<file path="src/acl_pkg.sv">
package acl_pkg;

    // ------------------------------------------------------------------
    // Node shape and cyclic connection identity
    // ------------------------------------------------------------------
    localparam int          NUM_CH         = 2;
    localparam int          VAL_W          = 16;
    localparam int          CNT_W          = 24;
    localparam logic [7:0]  INST_INPUT     = 8'h64;  // Input assembly 100.
    localparam logic [7:0]  INST_OUTPUT    = 8'h96;  // Output assembly 150.
    localparam logic [7:0]  INST_CONFIG    = 8'h69;  // Configuration assembly 105.
    localparam logic [7:0]  CFG_SIZE_ZERO  = 8'h00;
    localparam logic [7:0]  NODE_IN_BYTES  = 8'h04;
    localparam logic [7:0]  NODE_OUT_BYTES = 8'h04;

    // ------------------------------------------------------------------
    // Limit windows and reset values
    // ------------------------------------------------------------------
    localparam logic signed [15:0] SCL_LOW_MIN   = 16'sh8001;  // -32767.
    localparam logic signed [15:0] SCL_LOW_MAX   = 16'sh7ffe;  // 32766.
    localparam logic signed [15:0] SCL_LOW_RST   = 16'sh0000;
    localparam logic signed [15:0] SCL_HIGH_MIN  = 16'sh8002;  // -32766.
    localparam logic signed [15:0] SCL_HIGH_MAX  = 16'sh7fff;  // 32767.
    localparam logic signed [15:0] SCL_HIGH_RST  = 16'sh03e8;  // 1000.
    localparam logic [15:0]        PLAIN_LOW_RST  = 16'h0000;
    localparam logic [15:0]        PLAIN_HIGH_RST = 16'hffff;
    localparam logic [15:0]        SUBST_RST      = 16'h0000;

    // ------------------------------------------------------------------
    // Per-channel option bits
    // ------------------------------------------------------------------
    localparam int OPT_W        = 4;
    localparam int OPT_LOW_EN   = 0;
    localparam int OPT_HIGH_EN  = 1;
    localparam int OPT_FAULT_EN = 2;
    localparam int OPT_IDLE_EN  = 3;
    localparam logic [OPT_W-1:0] OPT_RST = 4'h0;

    // ------------------------------------------------------------------
    // Timing
    // ------------------------------------------------------------------
    localparam int CLK_MHZ        = 25;
    localparam int CYCLE_TIME_US  = 10000;
    localparam int CYCLE_CLKS     = CYCLE_TIME_US * CLK_MHZ;
    localparam int WATCHDOG_MULT  = 4;
    localparam int WATCHDOG_CLKS  = CYCLE_CLKS * WATCHDOG_MULT;

    // ------------------------------------------------------------------
    // Types
    // ------------------------------------------------------------------
    typedef enum logic [1:0] {
        FMT_OFFSET_BIN = 2'b00,
        FMT_SIGN_MAG   = 2'b01,
        FMT_TWOS       = 2'b10,
        FMT_SCALED     = 2'b11
    } acl_fmt_t;

    typedef enum logic [2:0] {
        PAR_OPTIONS   = 3'b000,
        PAR_LOW       = 3'b001,
        PAR_HIGH      = 3'b010,
        PAR_SCL_LOW   = 3'b011,
        PAR_SCL_HIGH  = 3'b100,
        PAR_FAULT_VAL = 3'b101,
        PAR_IDLE_VAL  = 3'b110
    } acl_par_t;

    typedef enum logic {
        PRIO_NETWORK  = 1'b0,
        PRIO_HANDHELD = 1'b1
    } acl_prio_t;

    // Maps a value of any data format onto one signed scale for comparing.
    function automatic logic signed [16:0] acl_key(input logic [15:0] v, input acl_fmt_t f);
        logic signed [16:0] k;
        k = {v[15], v};
        unique case (f)
            FMT_OFFSET_BIN: k = {1'b0, v} - 17'sh08000;
            FMT_SIGN_MAG:   k = v[15] ? -$signed({2'b00, v[14:0]}) : $signed({2'b00, v[14:0]});
            FMT_TWOS,
            FMT_SCALED:     k = {v[15], v};
        endcase
        return k;
    endfunction : acl_key

    // Forces a signed value into a window.
    function automatic logic [15:0] acl_clamp(input logic signed [15:0] v,
                                              input logic signed [15:0] lo,
                                              input logic signed [15:0] hi);
        return (v < lo) ? lo : ((v > hi) ? hi : v);
    endfunction : acl_clamp

endpackage : acl_pkg

</file>
<file path="src/acl_link_if.sv">
`timescale 1ns/1ps
interface acl_link_if;
    import acl_pkg::*;

    // ------------------------------------------------------------------
    // Connection request and cyclic data
    // ------------------------------------------------------------------
    logic                          connOpen;
    logic [7:0]                    inInst;
    logic [7:0]                    outInst;
    logic [7:0]                    cfgInst;
    logic [7:0]                    inSize;
    logic [7:0]                    outSize;
    logic [7:0]                    cfgSize;
    logic                          outValid;
    logic [NUM_CH*VAL_W-1:0]       outData;
    logic                          runMode;
    logic                          connAccepted;
    logic                          inValid;
    logic [NUM_CH*VAL_W-1:0]       inData;
    logic [2*NUM_CH-1:0]           chanErr;

    modport host (
        output connOpen, inInst, outInst, cfgInst, inSize, outSize, cfgSize,
        output outValid, outData, runMode,
        input  connAccepted, inValid, inData, chanErr
    );

    modport dev (
        input  connOpen, inInst, outInst, cfgInst, inSize, outSize, cfgSize,
        input  outValid, outData, runMode,
        output connAccepted, inValid, inData, chanErr
    );

endinterface : acl_link_if

</file>
<file path="src/acl_limit_check.sv">
`timescale 1ns/1ps
module acl_limit_check
    import acl_pkg::*;
(
    input  wire logic       clk,
    input  wire logic       rst_n,
    input  wire logic [15:0] value,
    input  wire logic [15:0] lowBound,
    input  wire logic [15:0] highBound,
    input  wire logic       lowEn,
    input  wire logic       highEn,
    input  wire acl_fmt_t   dataFormat,
    output logic            lowErr,
    output logic            highErr
);

    logic lowErr_d;
    logic highErr_d;
    logic lowErr_q;
    logic highErr_q;

    // Compares in the encoding of the selected format; flags follow the level.
    always_comb begin
        lowErr_d  = lowEn && (acl_key(value, dataFormat) < acl_key(lowBound, dataFormat));
        highErr_d = highEn && (acl_key(value, dataFormat) > acl_key(highBound, dataFormat));
    end

    // Registers the flags; they stay up while the violation persists.
    always_ff @(posedge clk) begin
        if (!rst_n) begin
            lowErr_q  <= 1'b0;
            highErr_q <= 1'b0;
        end else begin
            lowErr_q  <= lowErr_d;
            highErr_q <= highErr_d;
        end
    end

    assign lowErr  = lowErr_q;
    assign highErr = highErr_q;

endmodule : acl_limit_check

</file>
<file path="src/acl_device_end.sv">
`timescale 1ns/1ps
// How it works
// Enabled lower check flags values below bound.
// Scaled low bound clamped, default zero.
// Comm fault drives fault value if enabled.
// Comm idle drives idle value if enabled.
// Substitution only under handheld hold/clear priority.
// Scaled format uses scaled bounds instead.
// Configurer keeps values inside range window.
// Configurer rechecks values after range change.
// Connection uses instances 100, 150, 105.
// Configuration size zero, sizes match node.
// Size mismatch makes the connection invalid.
// Total node data size is even.
// Enabled upper check flags values above bound.
// Scaled high bound clamped, default 1000.
// Compare in format encoding; flag persists.
module acl_device_end
    import acl_pkg::*;
#(
    parameter int WATCHDOG = WATCHDOG_CLKS
) (
    input  wire logic                       clk,
    input  wire logic                       rst_n,
    acl_link_if.dev                         link,
    input  wire acl_fmt_t                   dataFormat,
    input  wire acl_prio_t                  holdPriority,
    input  wire logic                       parWrite,
    input  wire logic                       parChan,
    input  wire acl_par_t                   parSel,
    input  wire logic [15:0]                parData,
    input  wire logic [NUM_CH-1:0][15:0]    adcValue,
    output logic [NUM_CH-1:0][15:0]         dacValue,
    output logic [NUM_CH-1:0]               inChanErr,
    output logic [NUM_CH-1:0]               outChanErr,
    output logic                            commFault,
    output logic                            commIdle
);

    // ------------------------------------------------------------------
    // Per-channel parameter store
    // ------------------------------------------------------------------
    logic [NUM_CH-1:0][OPT_W-1:0] opts_q,     opts_d;
    logic [NUM_CH-1:0][15:0]      low_q,      low_d;
    logic [NUM_CH-1:0][15:0]      high_q,     high_d;
    logic [NUM_CH-1:0][15:0]      sclLow_q,   sclLow_d;
    logic [NUM_CH-1:0][15:0]      sclHigh_q,  sclHigh_d;
    logic [NUM_CH-1:0][15:0]      faultVal_q, faultVal_d;
    logic [NUM_CH-1:0][15:0]      idleVal_q,  idleVal_d;

    // Decodes a parameter write into the addressed channel's field.
    always_comb begin
        opts_d     = opts_q;
        low_d      = low_q;
        high_d     = high_q;
        sclLow_d   = sclLow_q;
        sclHigh_d  = sclHigh_q;
        faultVal_d = faultVal_q;
        idleVal_d  = idleVal_q;
        if (parWrite) begin
            unique case (parSel)
                PAR_OPTIONS:   opts_d[parChan]     = parData[OPT_W-1:0];
                PAR_LOW:       low_d[parChan]      = parData;
                PAR_HIGH:      high_d[parChan]     = parData;
                PAR_SCL_LOW:   sclLow_d[parChan]   = acl_clamp(parData, SCL_LOW_MIN,
                                                               SCL_LOW_MAX);
                PAR_SCL_HIGH:  sclHigh_d[parChan]  = acl_clamp(parData, SCL_HIGH_MIN,
                                                               SCL_HIGH_MAX);
                PAR_FAULT_VAL: faultVal_d[parChan] = parData;
                PAR_IDLE_VAL:  idleVal_d[parChan]  = parData;
                default: ;
            endcase
        end
    end

    // Holds the parameters; checks and substitution start disabled.
    always_ff @(posedge clk) begin
        if (!rst_n) begin
            for (int c = 0; c < NUM_CH; c++) begin
                opts_q[c]     <= OPT_RST;
                low_q[c]      <= PLAIN_LOW_RST;
                high_q[c]     <= PLAIN_HIGH_RST;
                sclLow_q[c]   <= SCL_LOW_RST;
                sclHigh_q[c]  <= SCL_HIGH_RST;
                faultVal_q[c] <= SUBST_RST;
                idleVal_q[c]  <= SUBST_RST;
            end
        end else begin
            opts_q     <= opts_d;
            low_q      <= low_d;
            high_q     <= high_d;
            sclLow_q   <= sclLow_d;
            sclHigh_q  <= sclHigh_d;
            faultVal_q <= faultVal_d;
            idleVal_q  <= idleVal_d;
        end
    end

    // ------------------------------------------------------------------
    // Connection check and communication state
    // ------------------------------------------------------------------
    typedef enum logic [1:0] {
        ST_CLOSED = 2'b00,
        ST_RUN    = 2'b01,
        ST_IDLE   = 2'b10,
        ST_FAULT  = 2'b11
    } acl_dev_st_t;

    acl_dev_st_t           state_q, state_d;
    logic [CNT_W-1:0]      wdog_q,  wdog_d;
    logic                  connOk;
    logic                  wdogExpired;

    // Accepts only the fixed instances and the node's exact sizes.
    assign connOk = link.connOpen
                    && (link.inInst  == INST_INPUT)
                    && (link.outInst == INST_OUTPUT)
                    && (link.cfgInst == INST_CONFIG)
                    && (link.cfgSize == CFG_SIZE_ZERO)
                    && (link.inSize  == NODE_IN_BYTES)
                    && (link.outSize == NODE_OUT_BYTES);
    assign link.connAccepted = connOk;
    assign wdogExpired = (wdog_q == CNT_W'(WATCHDOG - 1));

    // Tracks run, idle and fault from the frames and the watchdog.
    always_comb begin
        state_d = state_q;
        wdog_d  = wdog_q;
        if (link.outValid || state_q == ST_CLOSED || state_q == ST_FAULT) begin
            wdog_d = '0;
        end else begin
            wdog_d = wdog_q + CNT_W'(1);
        end
        unique case (state_q)
            ST_CLOSED,
            ST_FAULT: begin
                if (connOk && link.outValid) begin
                    state_d = link.runMode ? ST_RUN : ST_IDLE;
                end
            end
            ST_RUN,
            ST_IDLE: begin
                if (!connOk || wdogExpired) begin
                    state_d = ST_FAULT;
                end else if (link.outValid) begin
                    state_d = link.runMode ? ST_RUN : ST_IDLE;
                end
            end
        endcase
    end

    // Registers the communication state and the watchdog.
    always_ff @(posedge clk) begin
        if (!rst_n) begin
            state_q <= ST_CLOSED;
            wdog_q  <= '0;
        end else begin
            state_q <= state_d;
            wdog_q  <= wdog_d;
        end
    end

    assign commFault = (state_q == ST_FAULT);
    assign commIdle  = (state_q == ST_IDLE);

    // ------------------------------------------------------------------
    // Output values, substitution and input reply
    // ------------------------------------------------------------------
    logic [NUM_CH-1:0][15:0]    dac_q, dac_d;
    logic                       inValid_q, inValid_d;
    logic [NUM_CH*VAL_W-1:0]    inData_q,  inData_d;
    logic                       handheld;

    assign handheld = (holdPriority == PRIO_HANDHELD);

    // Takes run data, or substitutes per channel; otherwise holds last.
    always_comb begin
        dac_d     = dac_q;
        inValid_d = 1'b0;
        inData_d  = inData_q;
        for (int c = 0; c < NUM_CH; c++) begin
            if (state_d == ST_RUN && link.outValid) begin
                dac_d[c] = link.outData[c*VAL_W +: VAL_W];
            end else if (state_d == ST_FAULT && handheld
                         && opts_q[c][OPT_FAULT_EN]) begin
                dac_d[c] = faultVal_q[c];
            end else if (state_d == ST_IDLE && handheld
                         && opts_q[c][OPT_IDLE_EN]) begin
                dac_d[c] = idleVal_q[c];
            end
        end
        if (connOk && link.outValid) begin
            inValid_d = 1'b1;
            inData_d  = adcValue;
        end
    end

    // Registers output values and the reply frame.
    always_ff @(posedge clk) begin
        if (!rst_n) begin
            dac_q     <= '0;
            inValid_q <= 1'b0;
            inData_q  <= '0;
        end else begin
            dac_q     <= dac_d;
            inValid_q <= inValid_d;
            inData_q  <= inData_d;
        end
    end

    assign dacValue     = dac_q;
    assign link.inValid = inValid_q;
    assign link.inData  = inData_q;

    // ------------------------------------------------------------------
    // Limit checks on inputs and outputs
    // ------------------------------------------------------------------
    logic [NUM_CH-1:0][15:0] effLow;
    logic [NUM_CH-1:0][15:0] effHigh;
    logic [NUM_CH-1:0]       inLow, inHigh, outLow, outHigh;

    // Scaled format swaps in the scale bounds.
    always_comb begin
        for (int c = 0; c < NUM_CH; c++) begin
            effLow[c]  = (dataFormat == FMT_SCALED) ? sclLow_q[c]  : low_q[c];
            effHigh[c] = (dataFormat == FMT_SCALED) ? sclHigh_q[c] : high_q[c];
        end
    end

    for (genvar g = 0; g < NUM_CH; g++) begin : gChk
        acl_limit_check uIn (
            .clk        (clk),
            .rst_n      (rst_n),
            .value      (adcValue[g]),
            .lowBound   (effLow[g]),
            .highBound  (effHigh[g]),
            .lowEn      (opts_q[g][OPT_LOW_EN]),
            .highEn     (opts_q[g][OPT_HIGH_EN]),
            .dataFormat (dataFormat),
            .lowErr     (inLow[g]),
            .highErr    (inHigh[g])
        );
        acl_limit_check uOut (
            .clk        (clk),
            .rst_n      (rst_n),
            .value      (dac_q[g]),
            .lowBound   (effLow[g]),
            .highBound  (effHigh[g]),
            .lowEn      (opts_q[g][OPT_LOW_EN]),
            .highEn     (opts_q[g][OPT_HIGH_EN]),
            .dataFormat (dataFormat),
            .lowErr     (outLow[g]),
            .highErr    (outHigh[g])
        );
    end

    assign inChanErr    = inLow | inHigh;
    assign outChanErr   = outLow | outHigh;
    assign link.chanErr = {outChanErr, inChanErr};

endmodule : acl_device_end

</file>
<file path="src/flat_wrapper.sv">
// flat-port wrapper written by rule: the top's interface ports become plain ports
module acl_device_end_flat import acl_pkg::*;
#(
    parameter int WATCHDOG = WATCHDOG_CLKS
)
  (clk, rst_n, dataFormat, holdPriority, parWrite, parChan, parSel, parData, adcValue, dacValue, inChanErr, outChanErr, commFault, commIdle, link_connOpen, link_inInst, link_outInst, link_cfgInst, link_inSize, link_outSize, link_cfgSize, link_outValid, link_outData, link_runMode, link_connAccepted, link_inValid, link_inData, link_chanErr);
  acl_link_if link_i ();
  input  wire logic clk;
  input  wire logic rst_n;
  input  wire acl_fmt_t dataFormat;
  input  wire acl_prio_t holdPriority;
  input  wire logic parWrite;
  input  wire logic parChan;
  input  wire acl_par_t parSel;
  input  wire logic [15:0] parData;
  input  wire logic [NUM_CH-1:0][15:0] adcValue;
  output logic [NUM_CH-1:0][15:0] dacValue;
  output logic [NUM_CH-1:0] inChanErr;
  output logic [NUM_CH-1:0] outChanErr;
  output logic commFault;
  output logic commIdle;
  input wire logic [$bits(link_i.connOpen)-1:0] link_connOpen;
  input wire logic [$bits(link_i.inInst)-1:0] link_inInst;
  input wire logic [$bits(link_i.outInst)-1:0] link_outInst;
  input wire logic [$bits(link_i.cfgInst)-1:0] link_cfgInst;
  input wire logic [$bits(link_i.inSize)-1:0] link_inSize;
  input wire logic [$bits(link_i.outSize)-1:0] link_outSize;
  input wire logic [$bits(link_i.cfgSize)-1:0] link_cfgSize;
  input wire logic [$bits(link_i.outValid)-1:0] link_outValid;
  input wire logic [$bits(link_i.outData)-1:0] link_outData;
  input wire logic [$bits(link_i.runMode)-1:0] link_runMode;
  output wire logic [$bits(link_i.connAccepted)-1:0] link_connAccepted;
  output wire logic [$bits(link_i.inValid)-1:0] link_inValid;
  output wire logic [$bits(link_i.inData)-1:0] link_inData;
  output wire logic [$bits(link_i.chanErr)-1:0] link_chanErr;
  assign link_i.connOpen = link_connOpen;
  assign link_i.inInst = link_inInst;
  assign link_i.outInst = link_outInst;
  assign link_i.cfgInst = link_cfgInst;
  assign link_i.inSize = link_inSize;
  assign link_i.outSize = link_outSize;
  assign link_i.cfgSize = link_cfgSize;
  assign link_i.outValid = link_outValid;
  assign link_i.outData = link_outData;
  assign link_i.runMode = link_runMode;
  assign link_connAccepted = link_i.connAccepted;
  assign link_inValid = link_i.inValid;
  assign link_inData = link_i.inData;
  assign link_chanErr = link_i.chanErr;
  acl_device_end #(.WATCHDOG(WATCHDOG)) u_core (.clk(clk), .rst_n(rst_n), .link(link_i), .dataFormat(dataFormat), .holdPriority(holdPriority), .parWrite(parWrite), .parChan(parChan), .parSel(parSel), .parData(parData), .adcValue(adcValue), .dacValue(dacValue), .inChanErr(inChanErr), .outChanErr(outChanErr), .commFault(commFault), .commIdle(commIdle));
endmodule
</file>
<file path="config.mk">
export PLATFORM = sky130hd
export DESIGN_NAME = acl_device_end_flat
export DESIGN_NICKNAME = d
export VERILOG_FILES = /design/src/acl_pkg.sv /design/src/acl_link_if.sv /design/src/acl_limit_check.sv /design/src/acl_device_end.sv /design/src/flat_wrapper.sv
export SDC_FILE = /design/constraint.sdc
export NUM_CORES = 1
export LEC_CHECK = 0
export ABC_AREA = 1
export CAP_MARGIN = 10
export CORE_AREA = 2 2 211 213
export CTS_CLUSTER_SIZE = 40
export DETAILED_ROUTE_END_ITERATION = 16
export DIE_AREA = 0 0 213 215
export DONT_BUFFER_PORTS = 1
export PLACE_DENSITY_LB_ADDON = 0.2
export SLEW_MARGIN = 0
export SYNTH_ARGS = -nofsm -noshare
export SYNTH_HDL_FRONTEND = slang
export SYNTH_SLANG_ARGS = --single-unit
</file>
<file path="constraint.sdc">
create_clock -name clk -period 4.07 [get_ports clk]
set_clock_uncertainty 0.15 [all_clocks]
set_input_delay 0 -clock clk [delete_from_list [all_inputs] [get_ports clk]]
set_output_delay 0 -clock clk [all_outputs]
set_load 0.01 [all_outputs]
</file>
==> results of run 1 <==
cells in the final DEF (no fill, tap or decap), types with 4 or more instances in the layout:
cell type / count
inv_2: 4
inv_1: 408
buf_4: 30
clkinvlp_4: 4
nand4_1: 45
o21a_1: 8
o31ai_1: 12
xor2_1: 47
a31oi_1: 7
clkinv_4: 4
dlygate4sd3_1: 157
a211oi_1: 6
o211ai_1: 18
ha_1: 136
nand2_2: 4
nor4_1: 16
nand2_1: 591
nor2_1: 239
nand3b_1: 6
dfxtp_1: 299
nor2_2: 6
clkbuf_16: 37
a21oi_1: 320
o21ai_2: 8
or2_2: 4
o21ai_1: 25
xnor2_1: 26
nor3_1: 54
nand3_1: 203
clkbuf_1: 5
clkinv_2: 7
o21ai_0: 274
diode_2: 7
state kept, by name (all words and copies together), names as in the netlist:
register / flops
u_core.sclHigh_q: 32
u_core.link.inValid: 1
u_core.gChk.uIn.lowErr: 2
u_core.idleVal_q: 32
u_core.low_q: 32
u_core.opts_q: 8
u_core.wdog_q: 24
u_core.state_q: 2
u_core.gChk.uOut.highErr: 2
u_core.link.inData: 32
u_core.gChk.uOut.lowErr: 2
u_core.sclLow_q: 32
u_core.dacValue: 32
u_core.faultVal_q: 32
u_core.gChk.uIn.highErr: 2
u_core.high_q: 32
per-stage QoR:
stage          cells  cell area (um2)  total power [mW]  setup WS (ns)
3_5_place_dp    3434            19700              6.86          0.445
3_3_place_gp    3434            19700              6.77          0.538
4_1_cts         3657            22500              10.3          0.186
6_report        3664            22600              10.4          0.256
5_1_grt         3661            22600              11.0         0.0257
2_1_floorplan   2949            19400              5.97          0.941
worst min-delay path by stage:
stage	slack, ns	to	startpoint
3_3_place_gp	-0.03	u_core.high_q[16]	rst_n
5_1_grt	0.05	u_core.dacValue[16]	holdPriority
4_1_cts	0.005	u_core.gChk[0].uIn.highErr	adcValue[9]
2_1_floorplan	-0.02	u_core.high_q[8]	parData[8]
3_5_place_dp	-0.02	u_core.high_q[31]	rst_n
6_report	0.002	u_core.dacValue[29]	holdPriority
power by group through the flow:
stage | Sequential (mW) | Combinational (mW) | Clock (mW)
after floorplan | 3.41 | 2.55 | 0
after global placement | 3.55 | 3.22 | 0
after detailed placement | 3.56 | 3.30 | 0
after CTS | 3.49 | 3.55 | 3.29
after global routing | 3.51 | 4.09 | 3.41
final | 3.49 | 3.61 | 3.26
worst max-delay path: cells and delay by family:
family	cells	cell delay, ns
buf+inv	8	2.82
compound gates	1	0.19
simple gates	10	1.09
routing by layer:
metal  up-vias  routed length [um]  global-route usage [%]
li1       9882                   -                       -
met1      9107               29500                    38.3
met2       700               29300                    45.3
met3       137                4800                    4.85
met4         6                2340                    10.5
met5         -                  37                       0
timing repair:
action / in CTS / in global routing
hold buffers: 159 / 0
hold endpoints to repair: 299 / 0
endpoints found under the setup margin: 0 / 20
resized for setup: 0 / 4
area by class of cell:
| cell class | count | area (um2) |
|---|---|---|
| flip-flops and latches | 299 | 5990 |
| fillers | 4325 | 21100 |
| repair buffers | 190 | 1860 |
| inverters | 416 | 1560 |
| well taps | 592 | 741 |
| multi-input cells | 2096 | 11200 |
| clock buffers | 45 | 986 |
| diodes | 7 | 17.5 |
| clock inverters | 19 | 206 |
kinds of logic (layout without fill, tap and decap cells):
group / after synthesis / in the layout / share of synthesized area, %
xor+xnor: 73 / 73 / 3.30
other cells: 0 / 7 / 0
flops: 299 / 299 / 30.9
compound gates: 699 / 699 / 19.3
simple gates: 1183 / 1183 / 26.1
mux: 5 / 5 / 0.297
fa+ha+maj: 136 / 136 / 8.79
buf+inv: 554 / 670 / 11.3
==> impl_metrics.csv, run 1 <==
group,metric,value,unit
pwr,power.internal,6.27,mW
die,dieArea,45800,um2
global_route,antenna_found_initial,9,
die,die_h,215,um
pwr,power.switching,4.09,mW
cells_and_area,area_delta_synth_final,16.6,%
placed_design,dpl.hpwl,46.8,mm
pwr,powerDensity,459,nW/um2
drt,drc,0,
drt,detail_route.wl_per_cell,18.0,um
synthesis,synth_flop_cell,"dfxtp_1",
sta,period_minus_slack,3.81,ns
sta,rsz0062_at_grt,"false",
pwr,power.share.clock,31.4,%
worst_setup_path,reg2reg_depth,22,
clock_network,postCtsSetupBuffers,0,
worst_setup_path,critPathLaunchType,"input pin",
drt,antenna_left,0,
synthesis,ys_seq_elements,299,
global_route,grt_pass1_vias,18900,
synthesis,syn_area_per_cell,6.56,um2
cells_and_area,fin_nets,3316,
sta,relSlewSlack,28.7,%
sta,fmax,262,MHz
worst_hold_path,hold_path_depth,5,
die,die_w,213,um
worst_setup_path,slowest_delay,0.57,ns
worst_setup_path,rr_startpoint,"u_core.low_q[16]",
worst_setup_path,crit_arrival,4.12,ns
pwr,combPwrFrac,34.9,%
synthesis,yosys.area.top_type_share,30.9,%
synthesis,syn-num-nets,3226,
drt,wl,66.0,mm
synthesis,synth-async-reset-ratio,0,%
synthesis,yosys.area.top_type,"dfxtp_1",
global_route,gr-usage-all-layers,28.4,%
synthesis,synth_area_leaders,"dfxtp_1 31%, nand2_1 11%, ha_1 8.8%",
die,start_util,44.3,%
cells_and_area,utilization,51.7,%
outcome,outcome,"finished, final reports clean",
worst_setup_path,critPathLaunch,"link_cfgInst[1]",
synthesis,yosys.cell_types.count,55,
drt,dr.pass1.iters,6,
pwr,swShare,39.5,%
clock_network,cts-root-buf,"clkbuf_16",
worst_hold_path,hold_class,"in2reg",
synthesis,seq_area_frac_synth,30.9,%
synthesis,synth_area,19400,um2
placed_design,portBuffers,0,
worst_setup_path,crit_chain,"dlygate4sd3_1 -> nor3_1 -> dlygate4sd3_1 -> nand2_1 -> nor2_1 -> nand3_2 -> nand2_1 -> nand2_1 -> dlygate4sd3_1 -> a21oi_2 -> inv_1 -> nand2_4 -> inv_4 -> buf_4 -> nand2_1 -> nand3_1 -> dlygate4sd3_1 -> nand2_1 -> inv_1",
cells_and_area,drive_gt1_share,4.47,%
pwr,cellLeakagePower,9.93,nW
sta,setup_tns,0,ns
synthesis,yosysWarnings,0,
sta,setup_violations,0,
sta,slew_viol_final,0,
sta,worst_pin_slew,1.07,ns
global_route,gr-total-overflow,0,
sta,hold_viol_final,0,
worst_setup_path,endpoint,"u_core.dacValue[26]",
global_route,grt_max_degree,178,
drt,via_per_inst,5.41,
worst_setup_path,cp_common_cell,"nand2_1",
pwr,p_seq_share,33.7,%
worst_setup_path,worstReg2RegEnd,"u_core.gChk[1].uIn.lowErr",
drt,route.vias.total,19800,
clock_network,cts_tree,"built",
drt,drtIter0Drc,1647,
placed_design,gp_congestion,0.944,
clock_network,clk_pin_slew,0.06,ns
sta,whs,0.00154,ns
clock_network,numCtsBuffers,36,
global_route,grt_pass1_wl,102,mm
synthesis,synthTopCellsByCount,"591 x nand2_1, 408 x inv_1, 320 x a21oi_1",
clock_network,cts_num_sinks,299,
worst_setup_path,slowest_stage,"dlygate4sd3_1",
sta,final.period_utilization,93.7,%
worst_setup_path,path_class,"in2reg",
worst_setup_path,crit_required,4.38,ns
worst_setup_path,endpoint_kind,"flop",
die,fp-row-count,77,
die,core,43600,um2
clock_network,cts_buffer_depth,3,
clock_network,h-tree-depth,2,
worst_setup_path,reg2reg_setup_slack,0.35,ns
synthesis,synth-edff-count,0,
worst_setup_path,cp_max_fo,25,
clock_network,clock_latency,0.57,ns
synthesis,synth.most_common_cell,"nand2_1",
synthesis,synth_cells,2949,
run,maxCapViolCount,0,
pwr,peakVddDrop,301,uV
die,io_pins,217,
(Power assumes the default switching activity.)
==> inputs of run 2 (changes only) <==
==> constraint.sdc (replaced) <==
create_clock -name clk -period 4 [get_ports clk]
set_clock_uncertainty 0.15 [all_clocks]
set_input_delay 0 -clock clk [delete_from_list [all_inputs] [get_ports clk]]
set_output_delay 0 -clock clk [all_outputs]
set_load 0.01 [all_outputs]
==> run 2 against run 1 <==
Compared with the run above: critical path depth down 1; critical endpoint is now u_core.dacValue[25]; sequential power is 1% higher; sequential share of layout area is essentially flat; register-to-register slack better by 0.02 ns; total power is 2.7% higher; via count hardly changed; flip-flop and latch count unchanged.
==> impl_metrics.csv, run 2 (synthesis gave the netlist of run 1 again) <==
group,metric,value,unit
placed_design,gp_congestion,0.969,
run,maxCapViolCount,0,
sta,whs,0.0114,ns
drt,drtIter0Drc,1783,
pwr,power,10.6,mW
clock_network,clk_pin_slew,0.06,ns
worst_hold_path,hold_path_depth,5,
sta,period_minus_slack,3.67,ns
die,core,43600,um2
global_route,gr-total-overflow,0,
die,die_w,213,um
pwr,swShare,38.7,%
sta,rsz0062_at_grt,"false",
worst_setup_path,path_class,"in2reg",
worst_setup_path,crit_required,4.34,ns
sta,setup_violations,0,
pwr,combPwrFrac,34.8,%
global_route,gr-usage-all-layers,28.5,%
sta,relSlewSlack,29.6,%
drt,dr.pass1.iters,6,
pwr,peakVddDrop,269,uV
clock_network,postCtsSetupBuffers,0,
clock_network,cts_tree,"built",
pwr,p_seq_share,33.3,%
global_route,grt_max_degree,178,
worst_setup_path,crit_chain,"dlygate4sd3_1 -> nor3_1 -> dlygate4sd3_1 -> nand2_1 -> nor2_1 -> nand4_1 -> nor2_1 -> dlygate4sd3_1 -> a21oi_2 -> inv_1 -> nand2_4 -> inv_6 -> buf_4 -> nand2_1 -> nand2_1 -> nor2_1 -> dlygate4sd3_1 -> nor2_1",
sta,hold_viol_final,0,
cells_and_area,fin_nets,3323,
cells_and_area,final_common_cell,"nand2_1",
worst_setup_path,critPathLaunchType,"input pin",
placed_design,portBuffers,0,
clock_network,clock_latency,0.55,ns
cells_and_area,regArea,5990,um2
global_route,grt_pass1_wl,102,mm
pwr,powerDensity,471,nW/um2
worst_hold_path,hold_class,"in2reg",
worst_setup_path,rr_startpoint,"u_core.wdog_q[2]",
worst_setup_path,reg2reg_setup_slack,0.37,ns
outcome,outcome,"finished, final reports clean",
clock_network,numCtsBuffers,35,
drt,via_per_inst,5.41,
die,fp-row-count,77,
cells_and_area,drive_gt1_share,4.86,%
die,die_h,215,um
worst_setup_path,endpoint_kind,"flop",
cells_and_area,final_cell_mix,"591 x nand2_1, 408 x inv_1, 320 x a21oi_1, 299 x dfxtp_1, 274 x o21ai_0",
worst_setup_path,slowest_stage,"dlygate4sd3_1",
drt,drc,0,
worst_setup_path,slowest_delay,0.57,ns
cells_and_area,utilization,51.8,%
pwr,power.share.clock,32.0,%
pwr,cellLeakagePower,9.98,nW
worst_hold_path,min_to,"u_core.dacValue[21]",
placed_design,place_area,19800,um2
sta,final.period_utilization,91.8,%
sta,slew_viol_final,0,
clock_network,h-tree-depth,2,
drt,antenna_left,0,
global_route,antenna_found_initial,6,
die,start_util,44.3,%
clock_network,cts_num_sinks,299,
worst_setup_path,cp_max_fo,42,
clock_network,cts_buffer_depth,3,
clock_network,cts-root-buf,"clkbuf_16",
sta,setup_tns,0,ns
pwr,power.switching,4.11,mW
placed_design,dpl.hpwl,47.7,mm
drt,wl,66.3,mm
worst_setup_path,crit_arrival,4.02,ns
global_route,grt_pass1_vias,18500,
drt,route.vias.total,19800,
cells_and_area,area_delta_synth_final,16.8,%
sta,fmax,272,MHz
worst_setup_path,reg2reg_depth,18,
worst_setup_path,worstReg2RegEnd,"u_core.dacValue[22]",
cells_and_area,stdcell_area,22600,um2
sta,worst_pin_slew,1.05,ns
cells_and_area,multi_input_area,11200,um2
drt,detail_route.wl_per_cell,18.1,um
pwr,power.internal,6.53,mW
worst_hold_path,min_from,"holdPriority",
cells_and_area,fillers,4378,
die,dieArea,45800,um2
die,io_pins,217,
## run 2: critical path: cells and delay by family
| family | cells | cell delay, ns |
|---|---|---|
| simple gates | 10 | 1.05 |
| buf+inv | 7 | 2.91 |
| compound gates | 1 | 0.05 |
## run 2: through the flow
stage,worst slack [ns],cells
floorplan,0.871,2949
global placement,0.513,3448
finish,0.327,3661
global route,0.0222,3661
CTS,0.0436,3660
detailed placement,0.398,3448
## run 2: layout make-up
type                       count  share of cell area [%]
inverter                     416                    6.93
clock inverter                14                   0.875
antenna                        1                  0.0111
timing repair buffer         198                    8.40
sequential                   299                    26.5
clock buffer                  45                    4.45
multi-input combinational   2096                    49.6
tap                          592                    3.28
## run 2: routing by layer
layer / global-route usage (%) / vias up / share of wire (%)
met5: 1.72 / - / 0.23
met4: 9.37 / 12 / 3.0
met3: 4.11 / 134 / 6.2
met2: 44.8 / 638 / 44
met1: 39.6 / 9147 / 46
li1: - / 9889 / -
## run 2: how the worst max path moves through the flow
| stage | depth (start not counted) | start | endpoint | slack, ns |
|---|---|---|---|---|
| finish | 18 | link_outInst[5] | u_core.dacValue[25] | 0.33 |
| global route | 18 | u_core.wdog_q[2] | u_core.dacValue[31] | 0.02 |
| CTS | 18 | link_outInst[5] | u_core.dacValue[25] | 0.04 |
| detailed placement | 21 | dataFormat[0] | u_core.gChk[0].uIn.lowErr | 0.40 |
| global placement | 21 | dataFormat[0] | u_core.gChk[0].uIn.lowErr | 0.51 |
| floorplan | 26 | dataFormat[1] | u_core.gChk[1].uIn.lowErr | 0.87 |
## run 2: power groups by stage
stage / combinational, mW / clock, mW / sequential, mW
2_1_floorplan: 2.60 / 0 / 3.47
3_3_place_gp: 3.30 / 0 / 3.60
6_report: 3.70 / 3.40 / 3.54
4_1_cts: 3.63 / 3.45 / 3.54
5_1_grt: 4.18 / 3.56 / 3.56
3_5_place_dp: 3.37 / 0 / 3.60
## run 2: what timing repair did
item / in CTS / in global routing
hold buffers: 153 / 0
resized for setup: 0 / 5
endpoints found under the hold margin: 299 / 0
setup endpoints to repair: 0 / 15
